`src/sram_ctrl_pkg.sv`:
```
// package for the asynchronous byte memory controller
// assumes a 250 MHz sys_clk; the cycle count of every device time is derived here
package sram_ctrl_pkg;

  localparam int unsigned CLK_PERIOD_NS = 4;
  localparam int unsigned ADDR_W = 19;
  localparam int unsigned DATA_W = 8;

  // device timing in ns
  localparam int unsigned T_CYCLE_NS = 70;
  localparam int unsigned T_ACCESS_NS = 70;
  localparam int unsigned T_WR_PULSE_NS = 55;
  localparam int unsigned T_ADDR_TO_WH_NS = 60;
  localparam int unsigned T_DATA_SETUP_NS = 25;
  localparam int unsigned T_RELEASE_NS = 25;

  // least times round up to whole cycles
  localparam int unsigned CYC_CYCLE =
    (T_CYCLE_NS + CLK_PERIOD_NS - 1) / CLK_PERIOD_NS;
  localparam int unsigned CYC_ACCESS =
    (T_ACCESS_NS + CLK_PERIOD_NS - 1) / CLK_PERIOD_NS;
  localparam int unsigned CYC_WR_PULSE =
    (T_WR_PULSE_NS + CLK_PERIOD_NS - 1) / CLK_PERIOD_NS;
  localparam int unsigned CYC_ADDR_TO_WH =
    (T_ADDR_TO_WH_NS + CLK_PERIOD_NS - 1) / CLK_PERIOD_NS;
  localparam int unsigned CYC_DATA_SETUP =
    (T_DATA_SETUP_NS + CLK_PERIOD_NS - 1) / CLK_PERIOD_NS;
  localparam int unsigned CYC_RELEASE =
    (T_RELEASE_NS + CLK_PERIOD_NS - 1) / CLK_PERIOD_NS;

  localparam int unsigned CNT_W = 6;

  typedef enum logic [2:0] {
    IDLE, RD_WAIT, RD_RELEASE, WR_SETUP, WR_STROBE,
    WR_HOLD, CYC_PAD
  } ctrl_state_t;

  // memory pin group driven toward the device
  typedef struct packed {
    logic cs_n;
    logic out_drv_n;
    logic put_strb_n;
    logic [ADDR_W-1:0] addr_bus;
    logic [DATA_W-1:0] io_lanes_o;
    logic io_lanes_oe;
  } mem_pins_t;

  // user request
  typedef struct packed {
    logic valid;
    logic write;
    logic [ADDR_W-1:0] addr;
    logic [DATA_W-1:0] wdata;
  } user_req_t;

endpackage

```
`src/sram_ctrl.sv`:
```
// controller that drives an asynchronous byte-wide static memory
// assumes the memory pins are joined to a tri-state wire by the caller;
// io_lanes_i comes from a pin and is resynchronised by three flops
// Summary of operation
// - each read or write cycle lasts at least 70 ns
// - write ends at the first rise of cs_n or put_strb_n
// - hold cs_n or put_strb_n high while address changes
// - never drive write data while memory may drive read data
// - write data stable before the ending edge and held past it
// - put_strb_n low at least 55 ns
// - address valid at least 60 ns before put_strb_n rises
// - write data valid at least 25 ns before put_strb_n rises
`timescale 1ns/1ns
module sram_ctrl
  import sram_ctrl_pkg::*;
#(
  parameter int unsigned A_W = ADDR_W,
  parameter int unsigned D_W = DATA_W
) (
  input wire logic sys_clk,
  input wire logic resetn,
  input wire logic req_valid,
  input wire logic req_write,
  input wire logic [A_W-1:0] req_addr,
  input wire logic [D_W-1:0] req_wdata,
  output logic req_ready,
  output logic rsp_valid,
  output logic [D_W-1:0] rsp_rdata,
  output logic cs_n,
  output logic out_drv_n,
  output logic put_strb_n,
  output logic [A_W-1:0] addr_bus,
  output logic [D_W-1:0] io_lanes_o,
  output logic io_lanes_oe,
  input wire logic [D_W-1:0] io_lanes_i
);

  // the pin struct is fixed at the package widths
  if (A_W != ADDR_W || D_W != DATA_W) begin : g_width_check
    $error("sram_ctrl widths must match the package");
  end

  // phase lengths in cycles; the read adds one cycle of sync latency
  // so the second sync flop can already hold settled data; the third holds it a cycle later
  localparam int unsigned WR_LEAD = CYC_ADDR_TO_WH - CYC_WR_PULSE;
  localparam int unsigned WR_PAD = CYC_CYCLE - CYC_ADDR_TO_WH;
  localparam int unsigned RD_WAIT_CYC = CYC_ACCESS + 1;

  // a lead or pad of zero cycles would break the phase order
  if (CYC_ADDR_TO_WH <= CYC_WR_PULSE || CYC_CYCLE <= CYC_ADDR_TO_WH ||
      RD_WAIT_CYC >= (1 << CNT_W)) begin : g_count_check
    $error("sram_ctrl phase counts do not fit the timer");
  end

  typedef struct packed {
    ctrl_state_t state;
    mem_pins_t pins;
    logic req_ready;
    logic rsp_valid;
    logic [D_W-1:0] rdata;
    logic [D_W-1:0] sync1;
    logic [D_W-1:0] sync2;
    logic [D_W-1:0] sync3;
  } ctrl_st_t;

  ctrl_st_t st_q;
  ctrl_st_t st_d;
  user_req_t req;
  logic tmr_load;
  logic [CNT_W-1:0] tmr_val;
  logic tmr_done;

  assign req = '{valid: req_valid, write: req_write, addr: req_addr,
                 wdata: req_wdata};

  // phase timer shared by all states
  cycle_timer #(
    .W(CNT_W)
  ) u_timer (
    .sys_clk(sys_clk),
    .resetn(resetn),
    .load(tmr_load),
    .load_val(tmr_val),
    .expired(tmr_done)
  );

  // next-state logic; every access holds cs_n low for the full cycle time
  always_comb begin
    st_d = st_q;
    tmr_load = 1'b0;
    tmr_val = '0;
    st_d.rsp_valid = 1'b0;
    // three-flop resynchroniser; only sync2/sync3 are looked at
    st_d.sync1 = io_lanes_i;
    st_d.sync2 = st_q.sync1;
    st_d.sync3 = st_q.sync2;
    unique case (st_q.state)
      IDLE: begin
        st_d.req_ready = 1'b1;
        if (req.valid && st_q.req_ready) begin
          st_d.req_ready = 1'b0;
          // address set while put_strb_n stays high; cs_n falls with it
          st_d.pins.addr_bus = req.addr;
          st_d.pins.cs_n = 1'b0;
          tmr_load = 1'b1;
          if (req.write) begin
            // out_drv_n stays high so the memory never drives
            st_d.pins.out_drv_n = 1'b1;
            st_d.pins.io_lanes_o = req.wdata;
            st_d.pins.io_lanes_oe = 1'b1;
            tmr_val = CNT_W'(WR_LEAD);
            st_d.state = WR_SETUP;
          end else begin
            // both enables fall with the address so share one wait
            st_d.pins.out_drv_n = 1'b0;
            st_d.pins.put_strb_n = 1'b1;
            // plus sync latency, since data is valid only after access
            tmr_val = CNT_W'(RD_WAIT_CYC);
            st_d.state = RD_WAIT;
          end
        end
      end
      RD_WAIT: begin
        // a memory whose lanes never settle stalls here; there is no
        // time limit, since a read abandoned early would return garbage
        // sample once sync2 and sync3 agree on settled data
        if (tmr_done && st_q.sync2 == st_q.sync3) begin
          st_d.rdata = st_q.sync3;
          st_d.rsp_valid = 1'b1;
          st_d.pins.out_drv_n = 1'b1;
          st_d.pins.cs_n = 1'b1;
          tmr_load = 1'b1;
          tmr_val = CNT_W'(CYC_RELEASE);
          st_d.state = RD_RELEASE;
        end
      end
      RD_RELEASE: begin
        // wait out the release so a following write sees no contention
        if (tmr_done) begin
          st_d.state = IDLE;
        end
      end
      WR_SETUP: begin
        // address leads the strobe so 60 ns hold before rise is met
        if (tmr_done) begin
          st_d.pins.put_strb_n = 1'b0;
          tmr_load = 1'b1;
          tmr_val = CNT_W'(CYC_WR_PULSE);
          st_d.state = WR_STROBE;
        end
      end
      WR_STROBE: begin
        // data was driven long before, so setup exceeds 25 ns
        if (tmr_done) begin
          st_d.pins.put_strb_n = 1'b1;
          st_d.state = WR_HOLD;
        end
      end
      WR_HOLD: begin
        // data and address held one cycle past the rising strobe
        st_d.pins.cs_n = 1'b1;
        st_d.pins.io_lanes_oe = 1'b0;
        st_d.rsp_valid = 1'b1;
        tmr_load = 1'b1;
        tmr_val = CNT_W'(WR_PAD);
        st_d.state = CYC_PAD;
      end
      CYC_PAD: begin
        // pad the write out to the full cycle time
        if (tmr_done) begin
          st_d.state = IDLE;
        end
      end
      // the eighth code of the state field is unused; recover to idle
      default: begin
        st_d.state = IDLE;
      end
    endcase
  end

  // all state registered together; reset parks the memory deselected
  always_ff @(posedge sys_clk) begin
    if (!resetn) begin
      // clearing the whole struct first leaves no field unset
      st_q <= '0;
      st_q.state <= IDLE;
      st_q.pins.cs_n <= 1'b1;
      st_q.pins.out_drv_n <= 1'b1;
      st_q.pins.put_strb_n <= 1'b1;
    end else begin
      st_q <= st_d;
    end
  end

  // outputs straight from flops; the memory itself needs no clock
  assign req_ready = st_q.req_ready;
  assign rsp_valid = st_q.rsp_valid;
  assign rsp_rdata = st_q.rdata;
  assign cs_n = st_q.pins.cs_n;
  assign out_drv_n = st_q.pins.out_drv_n;
  assign put_strb_n = st_q.pins.put_strb_n;
  assign addr_bus = st_q.pins.addr_bus;
  assign io_lanes_o = st_q.pins.io_lanes_o;
  assign io_lanes_oe = st_q.pins.io_lanes_oe;

endmodule

```
`src/cycle_timer.sv`:
```
// down counter that times each phase of a memory access
// assumes the load value fits the counter width
`timescale 1ns/1ns
module cycle_timer
  import sram_ctrl_pkg::*;
#(
  parameter int unsigned W = CNT_W
) (
  input wire logic sys_clk,
  input wire logic resetn,
  input wire logic load,
  input wire logic [W-1:0] load_val,
  output logic expired
);

  // a zero-width counter cannot time any phase
  if (W < 1) begin : g_w_check
    $error("cycle_timer needs a counter of at least one bit");
  end

  typedef struct packed {
    logic [W-1:0] cnt;
  } timer_st_t;

  timer_st_t st_q;
  timer_st_t st_d;

  // reload wins over counting so back-to-back phases never slip a cycle
  always_comb begin
    st_d = st_q;
    if (load) begin
      st_d.cnt = load_val;
    end else if (st_q.cnt != '0) begin
      st_d.cnt = st_q.cnt - W'(1);
    end
  end

  always_ff @(posedge sys_clk) begin
    if (!resetn) begin
      st_q <= '0;
    end else begin
      st_q <= st_d;
    end
  end

  // done is the count alone; folding load in would loop through the
  // caller, which reloads on done
  assign expired = (st_q.cnt == '0);

endmodule

```
`config.mk`:
```
export PLATFORM = sky130hd
export DESIGN_NAME = sram_ctrl
export DESIGN_NICKNAME = d
export VERILOG_FILES = /design/src/sram_ctrl_pkg.sv /design/src/sram_ctrl.sv /design/src/cycle_timer.sv
export SDC_FILE = /design/constraint.sdc
export NUM_CORES = 1
export LEC_CHECK = 0
export BUFFER_PORTS_ARGS = -buffer_cell sky130_fd_sc_hd__buf_2
export CORE_UTILIZATION = 56
export CTS_BUF_LIST = sky130_fd_sc_hd__clkbuf_4 sky130_fd_sc_hd__clkbuf_8 sky130_fd_sc_hd__clkbuf_16
export CTS_CLUSTER_SIZE = 20
export DETAILED_ROUTE_END_ITERATION = 10
export PLACE_DENSITY = 0.92
export SLEW_MARGIN = 25
export SYNTH_ARGS = -nofsm -noshare
export SYNTH_HDL_FRONTEND = slang
export SYNTH_SLANG_ARGS = --single-unit
export TNS_END_PERCENT = 10
```
`constraint.sdc`:
```
create_clock -name sys_clk -period 4.6 [get_ports sys_clk]
set_clock_uncertainty 0.15 [all_clocks]
set_input_delay 0.92 -clock sys_clk [delete_from_list [all_inputs] [get_ports sys_clk]]
set_output_delay 0.92 -clock sys_clk [all_outputs]
set_load 0.1 [all_outputs]
```
==> results of run 1 <==
==> worst reg2reg max path, cell delays in order, from the launching register on <==
cell      delay [ps]
dfxtp_1          650
nor3_1           170
nand3_1          660
o221ai_1         270
o311ai_1         290
o21ai_1          100
==> area by class of cell <==
type	count	area, sq um	area share (%)
Clock buffer	11	151	4.32
Multi-Input combinational cell	205	1290	36.9
Sequential cell	74	1480	42.3
Inverter	3	11.3	0.322
Tap cell	70	87.6	2.50
Clock inverter	4	75.1	2.14
Timing Repair Buffer	80	403	11.5
==> routing by layer <==
layer | share of wire (%) | global-route usage (%)
met3 | 5.0 | 5.95
met4 | 1.5 | 7.12
met5 | 0 | 0
met2 | 49 | 35.3
met1 | 44 | 23.0
==> registers in the layout (all words and copies together), names as in the netlist, 6 cells and up <==
name          flops
addr_bus         19
st_d             16
rsp_rdata         8
io_lanes_o        8
st_q             11
u_timer.st_q      6
==> placed cells by master, fill, tap and decap left out, types with 2 or more instances in the layout <==
| cell type | synthesis | routed |
|---|---|---|
| o31ai_1 | 2 | 2 |
| clkbuf_8 | 0 | 11 |
| nor2_1 | 10 | 10 |
| o22ai_1 | 2 | 2 |
| ha_1 | 2 | 2 |
| o21a_1 | 2 | 2 |
| a21oi_1 | 5 | 5 |
| nand3_1 | 12 | 12 |
| bufinv_16 | 0 | 2 |
| a21boi_0 | 28 | 28 |
| clkinvlp_4 | 0 | 2 |
| dfxtp_1 | 74 | 74 |
| mux2i_1 | 8 | 8 |
| nor2b_1 | 10 | 10 |
| nor3_1 | 4 | 4 |
| nand3b_1 | 2 | 2 |
| o21ai_0 | 3 | 3 |
| buf_2 | 5 | 79 |
| xnor2_1 | 10 | 10 |
| o21ai_1 | 2 | 2 |
| nand2_1 | 52 | 52 |
| inv_1 | 3 | 3 |
| and2_1 | 25 | 25 |
==> Yosys cell counts (all sizes together) (2+ instances only) <==
| master | count |
|---|---|
| a21oi | 5 |
| nor2b | 10 |
| nand3b | 2 |
| ha | 2 |
| xnor2 | 11 |
| nor2 | 12 |
| o21ai | 5 |
| clkbuf | 13 |
| mux2i | 8 |
| nand3 | 13 |
| nand4 | 2 |
| o22ai | 2 |
| nand2 | 53 |
| nor3 | 4 |
| o21a | 2 |
| a21boi | 28 |
| dfxtp | 74 |
| buf | 41 |
| and2 | 25 |
| o31ai | 2 |
| inv | 3 |
==> worst max-delay path by stage <==
stage	startpoint	endpoint	slack (ps)
finish	st_q[66]	u_timer.st_q[1]	2180
global route	st_q[66]	u_timer.st_q[1]	1970
CTS	st_q[66]	u_timer.st_q[1]	2020
detailed placement	req_valid	u_timer.st_q[1]	1710
global placement	req_valid	u_timer.st_q[2]	1790
floorplan	req_ready	u_timer.st_q[1]	2390
==> where the power goes <==
part | internal, W | switching (W) | leakage (nW)
sequential | 0.000709 | 0.0000605 | 0.605
clock | 0.000332 | 0.000229 | 0.108
combinational | 0.000180 | 0.000479 | 0.747
total | 0.00122 | 0.000768 | 1.46
==> metrics by stage <==
step	instances	cell area (sq um)
2_1_floorplan	336	3130
3_3_place_gp	432	3270
3_5_place_dp	432	3270
4_1_cts	447	3500
5_1_grt	447	3500
6_report	447	3500
==> logic make-up (layout without fill, tap and decap cells) <==
family	after synthesis	after routing
flip-flops	74	74
AO/OA/AOI/OAI	54	54
buffers and inverters	57	98
XOR/XNOR	12	12
adder cells (fa/ha/maj)	2	2
multiplexers	8	8
AND/OR/NAND/NOR	129	129
==> flow_metrics.env, run 1 <==
export IMPL_status="finished, final reports clean"
export IMPL_min_period_ps=2420
export IMPL_viasPerCell=5.04
export IMPL_area_delta_synth_final_pct=11.8
export IMPL_worstHoldPathType="flip-flop to flip-flop"
export IMPL_setup_ws_ps=2180
export IMPL_r2r_end="u_timer.st_q[1]"
export IMPL_max_freq_mhz=413
export IMPL_drive_gt1_share_pct=27.6
export IMPL_synth_flop_cell="dfxtp_1"
export IMPL_hold_path_depth=1
export IMPL_clkSinkCount=74
export IMPL_syn_area_sq_mm=0.00313
export IMPL_drt_initial_drc_count=128
export IMPL_cts_setup_buffers=0
export IMPL_cp_slowest_cell="dfxtp_1"
export IMPL_ys_warn_count=0
export IMPL_power_leakage_nw=1.46
export IMPL_post_cts_resized=0
export IMPL_grt_total_usage_pct=20.1
export IMPL_yosys_cell_types_count=49
export IMPL_hold_viol_final=0
export IMPL_root_buffer="clkbuf_8"
export IMPL_slew_headroom_pct=30.8
export IMPL_syn_nets=377
export IMPL_cpPeakStageDelay_ps=650
export IMPL_synthXorXnorAreaFrac_pct=3.60
export IMPL_hp_start="st_d[10]"
export IMPL_synth_top_family_by_area="simple AND/OR/NAND/NOR gates"
export IMPL_synthMuxAreaShare_pct=2.56
export IMPL_holdPathEnd="st_d[2]"
export IMPL_worst_path_stages=5
export IMPL_drt_first_pass_iters=4
export IMPL_synth_compound_area_share_pct=12.5
export IMPL_power_total_w=0.00199
export IMPL_postSynthCellCount=336
export IMPL_critPathMaxFanout=24
export IMPL_drc_errors=0
export IMPL_rsz0062_at_grt="no"
export IMPL_regToRegSetupSlack_ps=2180
export IMPL_antenna_found_initial=0
export IMPL_fin_tns_setup_ps=0
export IMPL_drt_wl_total_um=5590
export IMPL_coreArea_sq_mm=0.00524
export IMPL_cts_buffer_depth=2
export IMPL_port_buffers=79
export IMPL_synth_area_leader_cell="dfxtp_1"
export IMPL_cts_hold_buf=0
export IMPL_gp_congestion=0.805
export IMPL_synthSimpleGateAreaFrac_pct=21.7
export IMPL_cts_made_buffers=9
export IMPL_nets=414
export IMPL_vias=2251
export IMPL_grt_pass1_vias=2150
export IMPL_yosysSeqAreaShare_pct=47.3
export IMPL_netlist_top_cells_area="dfxtp_1 47%, buf_4 8.4%, a21boi_0 6.7%, nand2_1 6.2%, and2_1 5.0%"
export IMPL_yosysTopAreaCellShare_pct=47.3
export IMPL_initial_utilization_pct=59.8
export IMPL_synth_area_per_cell_sq_um=9.32
export IMPL_drv_cap=0
export IMPL_power_density_mw_per_mm2=568
export IMPL_drv_slew=0
export IMPL_fin_util_pct=66.8
export IMPL_peakVddDrop_mv=0.321
export IMPL_critical_path_top_delay_family="simple AND/OR/NAND/NOR gates"
export IMPL_cp_num_buf_inv=0
export IMPL_timing_hold_ws_ps=284
export IMPL_synth_seq_cells=74
export IMPL_worst_setup_path_type="flip-flop to flip-flop"
export IMPL_arrival_ps=2470
export IMPL_dieArea_sq_mm=0.00589
export IMPL_crit_required_ps=4650
export IMPL_grt_max_degree=76
export IMPL_clk_latency_ps=340
export IMPL_grt_ovfl_total=0
export IMPL_fill_cells=410
export IMPL_setup_viol=0
export IMPL_die_width_um=76.8
export IMPL_routedWlPerCell_um=12.5
export IMPL_place_ws_ps=1710
export IMPL_synth_edf_count=0
export IMPL_dp_hpwl_um=3690
export IMPL_cts_clk_slew_worst_paths_ps=70
export IMPL_htreeDepth=3
export IMPL_ant_nets=0
export IMPL_reg2reg_from="st_q[66]"
export IMPL_crit_chain="nor3_1 -> nand3_1 -> o221ai_1 -> o311ai_1 -> o21ai_1"
export IMPL_async_flop_share_pct=0
export IMPL_rows=26
export IMPL_pin_count=80
export IMPL_diodes=0
export IMPL_r2r_cells=5
export IMPL_start_kind="flip-flop"
export IMPL_worst_pin_slew_ps=1030
export IMPL_grt_first_pass_wirelength_um=9460
export IMPL_synth_adder_area_share_pct=0.799
export IMPL_fp_dieH_um=76.8
export IMPL_end_kind="flip-flop"
export IMPL_fin_crit_sh_pct=52.7
export IMPL_cts_tree="done"
(Power assumes the default switching activity.)
==> inputs of run 2 (changes only) <==
--- a/config.mk
+++ b/config.mk
@@ -6,11 +6,11 @@
 export NUM_CORES = 1
 export LEC_CHECK = 0
 export BUFFER_PORTS_ARGS = -buffer_cell sky130_fd_sc_hd__buf_2
-export CORE_UTILIZATION = 56
+export CORE_UTILIZATION = 52
 export CTS_BUF_LIST = sky130_fd_sc_hd__clkbuf_4 sky130_fd_sc_hd__clkbuf_8 sky130_fd_sc_hd__clkbuf_16
 export CTS_CLUSTER_SIZE = 20
 export DETAILED_ROUTE_END_ITERATION = 10
-export PLACE_DENSITY = 0.92
+export PLACE_DENSITY = 0.87
 export SLEW_MARGIN = 25
 export SYNTH_ARGS = -nofsm -noshare
 export SYNTH_HDL_FRONTEND = slang
==> constraint.sdc (replaced) <==
create_clock -name sys_clk -period 2.5 [get_ports sys_clk]
set_clock_uncertainty 0.15 [all_clocks]
set_input_delay 0.5 -clock sys_clk [delete_from_list [all_inputs] [get_ports sys_clk]]
set_output_delay 0.5 -clock sys_clk [all_outputs]
set_load 0.1 [all_outputs]
==> flow_metrics.env, run 2 (synthesis results as in run 1) <==
export IMPL_status="finished, final reports clean"
export IMPL_critPathMaxFanout=8
export IMPL_peakVddDrop_mv=0.519
export IMPL_cts_made_buffers=9
export IMPL_dieArea_sq_mm=0.00633
export IMPL_cts_tree="done"
export IMPL_viasPerCell=5.01
export IMPL_reg2reg_from="u_timer.st_q[0]"
export IMPL_fin_tns_setup_ps=0
export IMPL_pin_count=80
export IMPL_crit_end="rsp_rdata[7]"
export IMPL_timing_hold_ws_ps=195
export IMPL_clk_latency_ps=350
export IMPL_routedWlPerCell_um=11.7
export IMPL_ant_nets=0
export IMPL_largest_register_ffs=19
export IMPL_area_delta_synth_final_pct=11.9
export IMPL_drv_cap=0
export IMPL_swShare_pct=41.6
export IMPL_htreeDepth=3
export IMPL_drc_errors=0
export IMPL_slew_headroom_pct=63.6
export IMPL_regToRegSetupSlack_ps=370
export IMPL_cts_buffer_depth=2
export IMPL_max_freq_mhz=469
export IMPL_start_kind="flip-flop"
export IMPL_drive_gt1_share_pct=28.5
export IMPL_rows=27
export IMPL_grt_ovfl_total=0
export IMPL_clkSinkCount=74
export IMPL_drt_wl_total_um=5320
export IMPL_drv_slew=0
export IMPL_diodes=0
export IMPL_power_leakage_nw=1.48
export IMPL_gp_congestion=0.892
export IMPL_fin_crit_sh_pct=85.3
export IMPL_hold_viol_final=0
export IMPL_crit_chain="inv_1 -> ha_1 -> nand3_4 -> nor4b_4 -> buf_4 -> mux2i_1 -> nor2b_1"
export IMPL_vias=2279
export IMPL_initial_utilization_pct=55.5
export IMPL_worst_setup_path_type="flip-flop to flip-flop"
export IMPL_arrival_ps=2230
export IMPL_post_cts_resized=0
export IMPL_grt_first_pass_wirelength_um=8850
export IMPL_power_frac_clock_pct=24.8
export IMPL_layout_commonest_cell="buf_2"
export IMPL_setup_viol=0
export IMPL_p_seq_share_pct=39.5
export IMPL_intPower_w=0.00204
export IMPL_end_kind="flip-flop"
export IMPL_r2r_end="rsp_rdata[7]"
export IMPL_cts_clk_slew_worst_paths_ps=90
export IMPL_power_switching_w=0.00146
export IMPL_cpPeakStageDelay_ps=570
export IMPL_r2r_cells=7
export IMPL_antenna_found_initial=0
export IMPL_root_buffer="clkbuf_8"
export IMPL_fp_dieH_um=79.6
export IMPL_grt_pass1_vias=2079
export IMPL_cts_hold_buf=0
export IMPL_rsz0062_at_grt="no"
export IMPL_worst_pin_slew_ps=543
export IMPL_crit_required_ps=2600
export IMPL_final_cell_mix="79 x buf_2, 74 x dfxtp_1, 52 x nand2_1"
export IMPL_cts_setup_buffers=0
export IMPL_cp_startpoint="u_timer.st_q[0]"
export IMPL_dp_hpwl_um=3850
export IMPL_comb_power_share_pct=35.7
export IMPL_power_density_mw_per_mm2=999
export IMPL_drt_initial_drc_count=136
export IMPL_port_buffers=79
export IMPL_grt_max_degree=48
export IMPL_min_period_ps=2130
export IMPL_worstHoldPathType="primary input to flip-flop"
export IMPL_grt_total_usage_pct=18.0
export IMPL_cp_slowest_cell="nor4b_4"
export IMPL_coreArea_sq_mm=0.00564
export IMPL_die_width_um=79.6
export IMPL_nets=419
export IMPL_drt_first_pass_iters=4
## run 2: cell types whose count changed in the layout (fill, tap and decap cells not counted), sizes merged
cell,previous run,this run
buf,80,85
bufinv,2,0
clkbuf,11,9
clkinv,0,1
clkinvlp,2,0
inv,3,9
## run 2: through the flow
step,power (W),util [%],setup WS (ps),std cells,cell area (sq um)
global route,0.00369,62.1,190,455,3500
global placement,0.00264,58.7,484,439,3310
detailed placement,0.00267,58.7,364,439,3310
floorplan,0.00251,-,289,336,3130
finish,0.00350,62.1,368,455,3500
CTS,0.00354,62.1,362,455,3500
## run 2: cell type report
cell class,count,area [sq um]
clock buffers,9,124
clock inverters,7,66.3
fillers,474,2140
inverters,3,11.3
multi-input cells,205,1290
flip-flops and latches,74,1480
well taps,72,90.1
repair buffers,85,440
## run 2: how the worst min path moves through the flow
stage | from | cells after the start | end | slack (ps)
6_report | io_lanes_i[5] | 2 | st_d[13] | 190
3_3_place_gp | st_d[12] | 1 | st_d[4] | 260
3_5_place_dp | st_d[12] | 1 | st_d[4] | 270
5_1_grt | io_lanes_i[4] | 2 | st_d[12] | 170
2_1_floorplan | st_d[8] | 1 | st_d[0] | 260
4_1_cts | io_lanes_i[5] | 2 | st_d[13] | 170
## run 2: worst max-delay path: cells and delay by family, from the launching register on
kind / cells / cell delay, ps
adders and majority gates: 1 / 210
buffers and inverters: 2 / 370
DFF: 1 / 330
muxes: 1 / 200
and+or+nand+nor: 3 / 760
## run 2: power groups by stage
stage / combinational (W) / sequential (W) / clock [W]
detailed placement: 0.00126 / 0.00141 / 0
global route: 0.00134 / 0.00140 / 0.000954
global placement: 0.00123 / 0.00140 / 0
CTS: 0.00126 / 0.00138 / 0.000901
finish: 0.00125 / 0.00138 / 0.000868
floorplan: 0.000969 / 0.00154 / 0
## run 2: routing by layer
metal  track usage, %  part of all wire, %  up-vias
li1                 -                    -     1166
met3             7.20                  7.5       12
met4             7.09                  1.9        0
met1             19.7                   43     1025
met2             30.8                   47       76
met5                0                    0        -
==> inputs of run 3 (changes only) <==
--- a/config.mk
+++ b/config.mk
@@ -5,12 +5,13 @@
 export SDC_FILE = /design/constraint.sdc
 export NUM_CORES = 1
 export LEC_CHECK = 0
-export BUFFER_PORTS_ARGS = -buffer_cell sky130_fd_sc_hd__buf_2
+export BUFFER_PORTS_ARGS = -buffer_cell sky130_fd_sc_hd__buf_4
 export CORE_UTILIZATION = 52
 export CTS_BUF_LIST = sky130_fd_sc_hd__clkbuf_4 sky130_fd_sc_hd__clkbuf_8 sky130_fd_sc_hd__clkbuf_16
 export CTS_CLUSTER_SIZE = 20
 export DETAILED_ROUTE_END_ITERATION = 10
 export PLACE_DENSITY = 0.87
+export REMOVE_ABC_BUFFERS = 1
 export SLEW_MARGIN = 25
 export SYNTH_ARGS = -nofsm -noshare
 export SYNTH_HDL_FRONTEND = slang
==> flow_metrics.env, run 3 (synthesis results as in run 1) <==
export IMPL_status="finished, final reports clean"
export IMPL_rsz0062_at_grt="no"
export IMPL_end_kind="flip-flop"
export IMPL_cts_setup_buffers=0
export IMPL_hold_viol_final=0
export IMPL_cts_buffer_depth=2
export IMPL_critPathMaxFanout=13
export IMPL_layout_commonest_cell="buf_4"
export IMPL_cts_tree="done"
export IMPL_regToRegSetupSlack_ps=600
export IMPL_grt_max_degree=42
export IMPL_area_delta_synth_final_pct=18.4
export IMPL_fill_cells=452
export IMPL_timing_hold_ws_ps=211
export IMPL_htreeDepth=3
export IMPL_cts_hold_buf=0
export IMPL_grt_first_pass_wirelength_um=9690
export IMPL_final_cells=454
export IMPL_worstHoldPathType="primary input to flip-flop"
export IMPL_peakVddDrop_mv=0.536
export IMPL_die_width_um=79.6
export IMPL_vias=2314
export IMPL_fin_crit_sh_pct=76.0
export IMPL_power_density_mw_per_mm2=982
export IMPL_coreArea_sq_mm=0.00564
export IMPL_fin_area_sq_mm=0.00371
export IMPL_drc_errors=0
export IMPL_drt_first_pass_iters=4
export IMPL_diodes=0
export IMPL_largest_register_ffs=19
export IMPL_antenna_found_initial=0
export IMPL_grt_pass1_vias=2144
export IMPL_initial_utilization_pct=55.5
export IMPL_clkSinkCount=74
export IMPL_pin_count=80
export IMPL_cpPeakStageDelay_ps=330
export IMPL_rows=27
export IMPL_port_buffers=79
export IMPL_dpl_cell_area_sq_mm=0.00350
export IMPL_dp_hpwl_um=4100
export IMPL_post_cts_resized=0
export IMPL_setup_viol=0
export IMPL_cp_num_buf_inv=2
export IMPL_place_ws_ps=614
export IMPL_critical_path_top_delay_family="simple AND/OR/NAND/NOR gates"
export IMPL_placed_cells=438
export IMPL_ant_nets=0
export IMPL_fin_tns_setup_ps=0
export IMPL_crit_chain="inv_1 -> ha_1 -> nand3_4 -> nor4b_4 -> buf_4 -> mux2i_1 -> nor2b_1"
export IMPL_crit_required_ps=2590
export IMPL_grt_total_usage_pct=20.1
export IMPL_drt_wl_total_um=5940
export IMPL_start_kind="flip-flop"
export IMPL_max_freq_mhz=527
export IMPL_multi_input_area_sq_mm=0.00129
export IMPL_routedWlPerCell_um=13.1
export IMPL_root_buffer="clkbuf_8"
export IMPL_drv_cap=0
export IMPL_clk_latency_ps=340
export IMPL_drt_initial_drc_count=233
export IMPL_setup_ws_ps=601
export IMPL_dieArea_sq_mm=0.00633
export IMPL_fp_dieH_um=79.6
export IMPL_nets=418
export IMPL_worst_setup_path_type="flip-flop to flip-flop"
export IMPL_slew_headroom_pct=72.7
export IMPL_regArea_sq_mm=0.00148
export IMPL_drive_gt1_share_pct=28.3
export IMPL_min_period_ps=1900
export IMPL_viasPerCell=5.10
export IMPL_power_leakage_nw=1.51
export IMPL_cts_clk_slew_worst_paths_ps=70
export IMPL_arrival_ps=1990
export IMPL_gp_congestion=0.862
export IMPL_drv_slew=0
export IMPL_cts_made_buffers=9
export IMPL_cp_slowest_cell="dfxtp_1"
export IMPL_grt_ovfl_total=0
export IMPL_final_cell_mix="84 x buf_4, 74 x dfxtp_1, 52 x nand2_1"
export IMPL_worst_pin_slew_ps=410
## run 3: worst paths after layout
path,startpoint,to,cells past startpoint
min,io_lanes_i[3],st_d[11],2
max reg2reg,u_timer.st_q[0],rsp_rdata[0],7
max,u_timer.st_q[0],rsp_rdata[0],7
min reg2reg,st_d[14],st_d[6],1
## run 3: per-layer routing
metal | vias to the layer above | share of wire (%) | GRT usage, %
met5 | - | 0 | 0
met4 | 0 | 2.0 | 10.2
met3 | 15 | 6.0 | 6.06
met2 | 68 | 50 | 33.4
met1 | 1071 | 42 | 23.3
li1 | 1160 | - | -
## run 3: layout make-up
cell class / count / share of cell area [%]
clock buffers: 11 / 4.08
clock inverters: 5 / 1.42
inverters: 3 / 0.304
multi-input cells: 205 / 34.8
flip-flops and latches: 74 / 40.0
well taps: 72 / 2.43
repair buffers: 84 / 17.0
## run 3: power breakdown
group	total [W]	internal, W	switching (W)
logic	0.00130	0.000398	0.000904
clock network	0.000931	0.000510	0.000421
registers	0.00141	0.00130	0.000103
## run 3: stage by stage
step / power, W / utilization (%)
6_report: 0.00364 / 65.7
5_1_grt: 0.00381 / 65.7
4_1_cts: 0.00366 / 65.7
3_5_place_dp: 0.00272 / 62.1
3_3_place_gp: 0.00269 / 62.1
2_1_floorplan: 0.00241 / -
